$ cat config.mk
export PLATFORM = sky130hd
export DESIGN_NAME = iowdt_top
export DESIGN_NICKNAME = d
export VERILOG_FILES = /design/src/hdl/iowdt_pkg.sv /design/src/hdl/iowdt_tick_if.sv /design/src/hdl/iowdt_presc.sv /design/src/hdl/iowdt_top.sv
export SDC_FILE = /design/constraint.sdc
export NUM_CORES = 1
export LEC_CHECK = 0
export BUFFER_PORTS_ARGS = -buffer_cell sky130_fd_sc_hd__buf_2
export CAP_MARGIN = 10
export CORE_MARGIN = 2
export CORE_UTILIZATION = 45
export DETAILED_ROUTE_END_ITERATION = 8
export GPL_ROUTABILITY_DRIVEN = 1
export PLACE_DENSITY_LB_ADDON = 0.1
export SLEW_MARGIN = 10
export SYNTH_ARGS = -nofsm -noshare
export SYNTH_HDL_FRONTEND = slang
export SYNTH_SLANG_ARGS = --single-unit
$ cat constraint.sdc
create_clock -name clk_sys_i -period 6.6 [get_ports clk_sys_i]
set_input_delay 0.66 -clock clk_sys_i [delete_from_list [all_inputs] [get_ports clk_sys_i]]
set_output_delay 0.66 -clock clk_sys_i [all_outputs]
set_load 0.01 [all_outputs]
$ cat src/hdl/iowdt_pkg.sv
// constants, types and decode helpers of the read-controlled watchdog
package iowdt_pkg;
   // ---------------------------------------------------------------
   // port decode
   // ---------------------------------------------------------------
   localparam logic [15:0] ARM_PORT = 16'h0443;
   localparam logic [15:0] DIS_PORT = 16'h0043;

   // ---------------------------------------------------------------
   // timing
   // ---------------------------------------------------------------
   localparam int CLK_PERIOD_NS = 10;
   localparam int CLK_HZ = 1000000000 / CLK_PERIOD_NS;
   localparam int TICK_TIME_S = 1;
   localparam int TICK_CYCLES = CLK_HZ * TICK_TIME_S;
   localparam int ACT_PULSE_NS = 1000;
   localparam int ACT_PULSE_CYCLES = (ACT_PULSE_NS + CLK_PERIOD_NS - 1) / CLK_PERIOD_NS;
   localparam logic [7:0] ACT_PULSE_LAST = 8'(ACT_PULSE_CYCLES - 1);

   // ---------------------------------------------------------------
   // period selection, in seconds
   // ---------------------------------------------------------------
   localparam logic [7:0] PER0_S = 8'h01;
   localparam logic [7:0] PER1_S = 8'h02;
   localparam logic [7:0] PER2_S = 8'h0a;
   localparam logic [7:0] PER3_S = 8'h14;
   localparam logic [7:0] PER4_S = 8'h6e;
   localparam logic [7:0] PER5_S = 8'hdc;
   localparam logic [2:0] PER_RST = 3'h0;

   // ---------------------------------------------------------------
   // action selection
   // ---------------------------------------------------------------
   localparam logic [1:0] ACT_RESET = 2'h0;
   localparam logic [1:0] ACT_NMI = 2'h1;
   localparam logic [1:0] ACT_RST = ACT_RESET;
   localparam logic [7:0] RDATA_RST = 8'h00;

   typedef enum logic [2:0] {
      ST_IDLE = 3'b001,
      ST_RUN = 3'b010,
      ST_FIRE = 3'b100
   } iowdt_state_t;

   typedef struct packed {
      iowdt_state_t state;
      logic [7:0] sec_cnt;
      logic [7:0] pulse_cnt;
      logic [1:0] act_s1;
      logic [1:0] act_s2;
      logic [1:0] act_s3;
      logic [1:0] act_q;
      logic [2:0] per_s1;
      logic [2:0] per_s2;
      logic [2:0] per_s3;
      logic [2:0] per_q;
      logic rst_out;
      logic nmi_out;
      logic active;
      logic [7:0] rdata;
   } iowdt_regs_t;

   // unlisted codes fall back to the shortest period
   function automatic logic [7:0] iowdt_period_s(input logic [2:0] sel);
      case (sel)
         3'h1: iowdt_period_s = PER1_S;
         3'h2: iowdt_period_s = PER2_S;
         3'h3: iowdt_period_s = PER3_S;
         3'h4: iowdt_period_s = PER4_S;
         3'h5: iowdt_period_s = PER5_S;
         default: iowdt_period_s = PER0_S;
      endcase
   endfunction

   function automatic logic iowdt_act_on(input logic [1:0] act);
      iowdt_act_on = (act == ACT_RESET) || (act == ACT_NMI);
   endfunction
endpackage

$ cat src/hdl/iowdt_tick_if.sv
// prescaler handshake between watchdog core and tick generator
`timescale 1ns/10ps
interface iowdt_tick_if;
   logic clr;
   logic tick;
   modport ctl (output clr, input tick);
   modport gen (input clr, output tick);
endinterface

$ cat src/hdl/iowdt_presc.sv
// one-second tick generator, restartable from zero
`timescale 1ns/10ps
module iowdt_presc import iowdt_pkg::*; #(
   parameter int TICK_CYCLES_P = TICK_CYCLES
) (
   // clock and reset
   input wire logic clk_sys_i,
   input wire logic arst_n_i,
   // tick handshake
   iowdt_tick_if.gen bus
);
   localparam int CW = $clog2(TICK_CYCLES_P + 1);
   localparam logic [CW-1:0] LAST = CW'(TICK_CYCLES_P - 1);

   typedef struct packed {
      logic [CW-1:0] cnt;
      logic tick;
   } iowdt_presc_t;

   iowdt_presc_t st;
   iowdt_presc_t next_st;

   always_comb begin
      next_st = st;
      next_st.tick = 1'b0;
      if (bus.clr) begin
         next_st.cnt = '0;
      end else if (st.cnt == LAST) begin
         next_st.cnt = '0;
         next_st.tick = 1'b1;
      end else begin
         next_st.cnt = st.cnt + CW'(1);
      end
   end

   always_ff @(posedge clk_sys_i or negedge arst_n_i) begin
      if (!arst_n_i) begin
         st <= '0;
      end else begin
         st <= next_st;
      end
   end

   assign bus.tick = st.tick;
endmodule // iowdt_presc

$ cat src/hdl/iowdt_top.sv
// watchdog driven purely by host I/O reads to two ports
// Functional notes
// - after power-on reset the watchdog is idle and produces no action.
// - a read of 0x443 while idle, with reset or NMI chosen, enables it and starts the period from zero.
// - a read of 0x043 disables it and suppresses any action.
// - a read of 0x443 while running restarts the period from zero.
// - counting past the period raises system reset or NMI per the action choice.
// - the action choice is reset (default), NMI, or off, and off never acts.
// - the period choice is 1, 2, 10, 20, 110 or 220 s, 1 s by default.
// - only reads of the two ports act; writes change nothing.
`timescale 1ns/10ps
module iowdt_top import iowdt_pkg::*; #(
   parameter int TICK_CYCLES_P = TICK_CYCLES
) (
   // clock and reset
   input wire logic clk_sys_i,
   input wire logic arst_n_i,
   // host i/o cycles
   input wire logic io_rd_i,
   input wire logic io_wr_i,
   input wire logic [15:0] io_addr_i,
   output logic [7:0] io_rdata_o,
   // static selections
   input wire logic [1:0] timeout_action_select_i,
   input wire logic [2:0] timeout_period_select_i,
   // actions
   output logic sys_reset_o,
   output logic nmi_o,
   output logic wdt_active_o
);
   // ---------------------------------------------------------------
   // state
   // ---------------------------------------------------------------
   iowdt_regs_t st;
   iowdt_regs_t next_st;
   iowdt_tick_if tick_bus ();

   logic arm_rd;
   logic dis_rd;
   logic [7:0] period;
   logic [7:0] sec_inc;
   logic act_on;

   assign arm_rd = io_rd_i && (io_addr_i == ARM_PORT);
   assign dis_rd = io_rd_i && (io_addr_i == DIS_PORT);
   assign period = iowdt_period_s(st.per_q);
   assign sec_inc = st.sec_cnt + 8'd1;
   assign act_on = iowdt_act_on(st.act_q);

   // prescaler held at zero unless running undisturbed
   // prescaled seconds
   assign tick_bus.clr = (st.state != ST_RUN) || arm_rd;

   iowdt_presc #(
      .TICK_CYCLES_P(TICK_CYCLES_P)
   ) u_presc (
      .clk_sys_i(clk_sys_i),
      .arst_n_i(arst_n_i),
      .bus(tick_bus.gen)
   );

   // ---------------------------------------------------------------
   // next state
   // ---------------------------------------------------------------
   always_comb begin
      next_st = st;
      // jumpers are asynchronous; take a change once stages two and three agree
      next_st.act_s1 = timeout_action_select_i;
      next_st.act_s2 = st.act_s1;
      next_st.act_s3 = st.act_s2;
      if (st.act_s2 == st.act_s3) begin
         next_st.act_q = st.act_s3;
      end
      next_st.per_s1 = timeout_period_select_i;
      next_st.per_s2 = st.per_s1;
      next_st.per_s3 = st.per_s2;
      if (st.per_s2 == st.per_s3) begin
         next_st.per_q = st.per_s3;
      end
      next_st.rdata = RDATA_RST;
      case (st.state)
         ST_IDLE: begin
            if (arm_rd && act_on) begin
               next_st.state = ST_RUN;
               next_st.sec_cnt = 8'd0;
            end
         end
         ST_RUN: begin
            if (dis_rd || !act_on) begin
               next_st.state = ST_IDLE;
            end else if (arm_rd) begin
               next_st.sec_cnt = 8'd0;
            end else if (tick_bus.tick) begin
               if (sec_inc >= period) begin
                  next_st.state = ST_FIRE;
                  next_st.pulse_cnt = 8'd0;
               end else begin
                  next_st.sec_cnt = sec_inc;
               end
            end
         end
         ST_FIRE: begin
            // action pulse ends idle; a disable cuts it short
            // off ends pulse
            if (dis_rd || !act_on || (st.pulse_cnt == ACT_PULSE_LAST)) begin
               next_st.state = ST_IDLE;
            end else begin
               next_st.pulse_cnt = st.pulse_cnt + 8'd1;
            end
         end
         default: begin
            next_st.state = ST_IDLE;
         end
      endcase
      next_st.rst_out = (next_st.state == ST_FIRE) && (st.act_q == ACT_RESET);
      next_st.nmi_out = (next_st.state == ST_FIRE) && (st.act_q == ACT_NMI);
      next_st.active = (next_st.state == ST_RUN);
   end

   // ---------------------------------------------------------------
   // registers
   // ---------------------------------------------------------------
   // idle after reset
   always_ff @(posedge clk_sys_i or negedge arst_n_i) begin
      if (!arst_n_i) begin
         st.state <= ST_IDLE;
         st.sec_cnt <= 8'd0;
         st.pulse_cnt <= 8'd0;
         st.act_s1 <= ACT_RST;
         st.act_s2 <= ACT_RST;
         st.act_s3 <= ACT_RST;
         st.act_q <= ACT_RST;
         st.per_s1 <= PER_RST;
         st.per_s2 <= PER_RST;
         st.per_s3 <= PER_RST;
         st.per_q <= PER_RST;
         st.rst_out <= 1'b0;
         st.nmi_out <= 1'b0;
         st.active <= 1'b0;
         st.rdata <= RDATA_RST;
      end else begin
         st <= next_st;
      end
   end

   assign io_rdata_o = st.rdata;
   assign sys_reset_o = st.rst_out;
   assign nmi_o = st.nmi_out;
   assign wdt_active_o = st.active;

   // ---------------------------------------------------------------
   // checks
   // ---------------------------------------------------------------
   idle_quiet_a: assert property (@(posedge clk_sys_i) disable iff (!arst_n_i)
      st.state == ST_IDLE |-> !sys_reset_o && !nmi_o && !wdt_active_o)
      else $error("idle watchdog drives an output");

   arm_start_a: assert property (@(posedge clk_sys_i) disable iff (!arst_n_i)
      st.state == ST_IDLE && arm_rd && act_on |=> wdt_active_o && st.sec_cnt == 8'd0)
      else $error("enable read did not start the count");

   disarm_stop_a: assert property (@(posedge clk_sys_i) disable iff (!arst_n_i)
      dis_rd |=> st.state == ST_IDLE && !sys_reset_o && !nmi_o)
      else $error("disable read did not stop the watchdog");

   refresh_clear_a: assert property (@(posedge clk_sys_i) disable iff (!arst_n_i)
      st.state == ST_RUN && arm_rd && !dis_rd && act_on |=> wdt_active_o && st.sec_cnt == 8'd0)
      else $error("refresh did not restart the count");

   reset_fire_a: assert property (@(posedge clk_sys_i) disable iff (!arst_n_i)
      st.state == ST_RUN && tick_bus.tick && !io_rd_i && sec_inc >= period
      && st.act_q == ACT_RESET |=> (sys_reset_o && !nmi_o) [*8])
      else $error("timeout did not hold system reset");

   nmi_fire_a: assert property (@(posedge clk_sys_i) disable iff (!arst_n_i)
      st.state == ST_RUN && tick_bus.tick && !io_rd_i && sec_inc >= period
      && st.act_q == ACT_NMI |=> nmi_o && !sys_reset_o)
      else $error("timeout did not raise nmi");

   act_off_a: assert property (@(posedge clk_sys_i) disable iff (!arst_n_i)
      !act_on && !$past(act_on) |-> st.state == ST_IDLE && !sys_reset_o && !nmi_o)
      else $error("watchdog acts while switched off");

   period_bound_a: assert property (@(posedge clk_sys_i) disable iff (!arst_n_i)
      st.state == ST_RUN |-> st.sec_cnt < period)
      else $error("second count passed the period");

   write_ignored_a: assert property (@(posedge clk_sys_i) disable iff (!arst_n_i)
      st.state == ST_IDLE && io_wr_i && !io_rd_i |=> st.state == ST_IDLE)
      else $error("write changed the watchdog state");

   rdata_zero_a: assert property (@(posedge clk_sys_i) disable iff (!arst_n_i)
      io_rd_i |=> io_rdata_o == 8'h00)
      else $error("read data not zero");

   idle_hold_a: assert property (@(posedge clk_sys_i) disable iff (!arst_n_i)
      st.state == ST_IDLE && !arm_rd |=> st.state == ST_IDLE)
      else $error("idle watchdog left idle without an enable read");

   count_hold_a: assert property (@(posedge clk_sys_i) disable iff (!arst_n_i)
      st.state == ST_RUN && !io_rd_i && !tick_bus.tick && act_on
      |=> st.state == ST_RUN && $stable(st.sec_cnt))
      else $error("count moved without a read or a tick");

   tick_only_a: assert property (@(posedge clk_sys_i) disable iff (!arst_n_i)
      st.state == ST_RUN && !tick_bus.tick |=> st.state != ST_FIRE)
      else $error("timeout raised between second ticks");

   pulse_end_a: assert property (@(posedge clk_sys_i) disable iff (!arst_n_i)
      st.state == ST_FIRE && st.pulse_cnt == ACT_PULSE_LAST |=> st.state == ST_IDLE)
      else $error("action pulse did not end");
endmodule // iowdt_top

==> out/qor.txt <==
I/O Buffers - 26
Post-Place Cells - 469
net switching fraction of the power - 27.4%
post-synth top area cell - dfrtp_1
via count - 2542
Max Clk Rate - 301 MHz
worst rel slew slack - 37.6%
drt first pass iters - 4
die area - 8550 µm²
actual slew at the worst max-slew pin - 0.936 ns
core area - 7650 µm²
Avg Cell Area, Syn - 10.1 µm²
hold crit path type - reg -> reg
clock-pin slew on the worst setup and hold paths - 0.08 ns
Worst EP arrival - 3.53 ns
Clock Skew - 0.00859 ns
fin util - 50.8%
placed instance area - 3700 µm²
TritonCTS clock tree - yes
CP max stage cell - o22ai_1
worst reg2reg setup slack - 3.28 ns
initial DRC count - 78
Initial Utilization - 46.0%
CP Class - reg -> reg
NumNets Final - 414
Die Y - 92.4 µm
first-pass GRT wire length - 10800 µm
area of the mapped netlist - 3520 µm²
Comb pwr share - 9.9%
H-tree depth - 3
worst-case clock buffer depth - 2
maximum VDD drop - 126 µV
clk_lat worst skew - 0.34 ns
total track usage - 15.7%
area grow syn2layout - 10.4%
status - complete, no violations
fill cell count - 731
cell internal pwr - 615 µW
Yosys Warn Count - 0
Yosys reg bits - 70
Root Driver - clkbuf_8
routability cong. - 0.781
top post-synthesis cells by area - dfrtp_1 (49%), xor2_1 (6.7%), nor2_1 (4.7%), ha_1 (3.9%), nand3_1 (2.7%)
largest net degree at the start of global routing - 71
Fin. Hold Viols - 0
most numerous cell in the Yosys netlist - dfrtp_1
chip width - 92.4 µm
Post-CTS Hold Buffers - 0
setup tns final - 0 ns
PD cells - 218 nW/µm²
cell area after layout - 3880 µm²
post-synth cell types - 51
Main synth FF type - dfrtp_1
worst path buffer plus inverter count - 1
Crit path required time - 6.82 ns
TritonCTS Buffers - 9
antenna cells - 0
Post-synth top cells - dfrtp_1 (69), nor2_1 (44), xor2_1 (27), nand2_1 (25), nand3_1 (19)
fin. max-slew vios - 0
number of global-route vias before repair - 2436
dpl hpwl - 4210 µm
CP Max Fanout - 8
cell count after synthesis - 350
vias per inst - 5.24
DRC violation count after routing - 0
static leakage - 0.00175 µW
register area share after synthesis - 49.8%
clock share of power - 36.7%
sequential share of power - 53.4%
clock period minus worst slack - 3.32 ns
cell family with most CP delay - compound AO/OA/AOI/OAI gates
fin crit share - 50.3%
Routed WL - 6150 µm
total gr overflow - 0
Post-CTS Setup Bufs - 0
Final ANT Viol Nets - 0
Net Sw Power - 232 µW
row count - 32
Post-CTS Resized - 0
Critical Path Max Stage Delay - 0.52 ns
number of synthesized flops with an enable pin - 0
top-level I/O count - 36
post-DR wirelength/cell - 12.7 µm
initial antenna violation count - 0
Non-Filler Instances - 485
# Max-Cap Violations - 0
Async S/R FF share, synth - 100%
RSZ-0062 raised after global routing - no
CTS Sinks - 70
CP Capture Type - register
Final setup violation count - 0
crit-path cells - inv_1 > ha_1 > nor2_1 > nand2_1 > ha_1 > a211oi_1 > a32oi_1 > o22ai_1 > o211ai_1 > o21ai_0 > o21ai_0
layout cells sized above 1 - 14.4%
top-area cell type share of the netlist area - 49.1%
Startpoint Class - register
metrics by stage:
step / setup slack, ns / total power, µW / hold WS (ns)
floorplan: 3.84 / 520 / 0.331
global route: 2.83 / 900 / 0.362
finish: 3.28 / 847 / 0.353
global placement: 3.39 / 543 / 0.331
CTS: 3.31 / 864 / 0.355
detailed placement: 3.32 / 546 / 0.335
cells by family after synthesis:
kind of cell | share of synthesized area, %
AO/OA/AOI/OAI | 9.67
adder cells (fa/ha/maj) | 3.91
flip-flops | 49.8
multiplexers | 0.640
XOR/XNOR | 9.21
AND/OR/NAND/NOR | 22.7
buffers and inverters | 3.98
other | 0.107
placed cells by master (no fill, tap or decap), drive strengths merged, types with 10 or more instances in the layout:
| cell type | instances |
|---|---|
| xor2 | 27 |
| o21ai | 14 |
| and3 | 10 |
| xnor2 | 10 |
| nand4 | 10 |
| nand2 | 25 |
| inv | 11 |
| nor2 | 44 |
| ha | 11 |
| buf | 27 |
| nand3 | 19 |
| a21oi | 18 |
| dfrtp | 69 |
final cells by class:
class	instances	area (µm²)	share of cell area, %
Multi-Input combinational cell	261	1650	42.5
Clock inverter	7	56.3	1.45
Inverter	9	33.8	0.870
Clock buffer	9	124	3.19
Tap cell	102	128	3.29
Timing Repair Buffer	27	138	3.54
Sequential cell	70	1750	45.1
layer usage:
layer | track usage (%) | wire length, µm
met5 | 0 | 0
met4 | 5.60 | 70
met3 | 4.31 | 187
met2 | 24.8 | 2860
met1 | 20.7 | 3030
power by group through the flow:
stage	registers (µW)	logic (µW)	clock network, µW
3_3_place_gp	461	82.1	0
4_1_cts	453	85.5	326
5_1_grt	455	99.4	345
2_1_floorplan	457	62.8	0
6_report	453	83.9	311
3_5_place_dp	461	84.3	0
registers in the layout, summed over array words and instances, names as in the netlist:
register	flops
nmi_o	1
sys_reset_o	1
st	29
wdt_active_o	1
next_st	10
u_presc.bus.tick	1
u_presc.st	27
final timing paths:
path	start	end	cells after the start
worst min-delay path	next_st[28]	next_st[26]	0
worst max register to register	st[12]	st[41]	11
worst max-delay path	st[12]	st[41]	11
max in group asynchronous	arst_n_i	u_presc.st[18]	2
worst min register to register	next_st[28]	next_st[26]	0
min in group asynchronous	arst_n_i	st[16]	2
No activity file was read; power rests on OpenSTA's default activity.
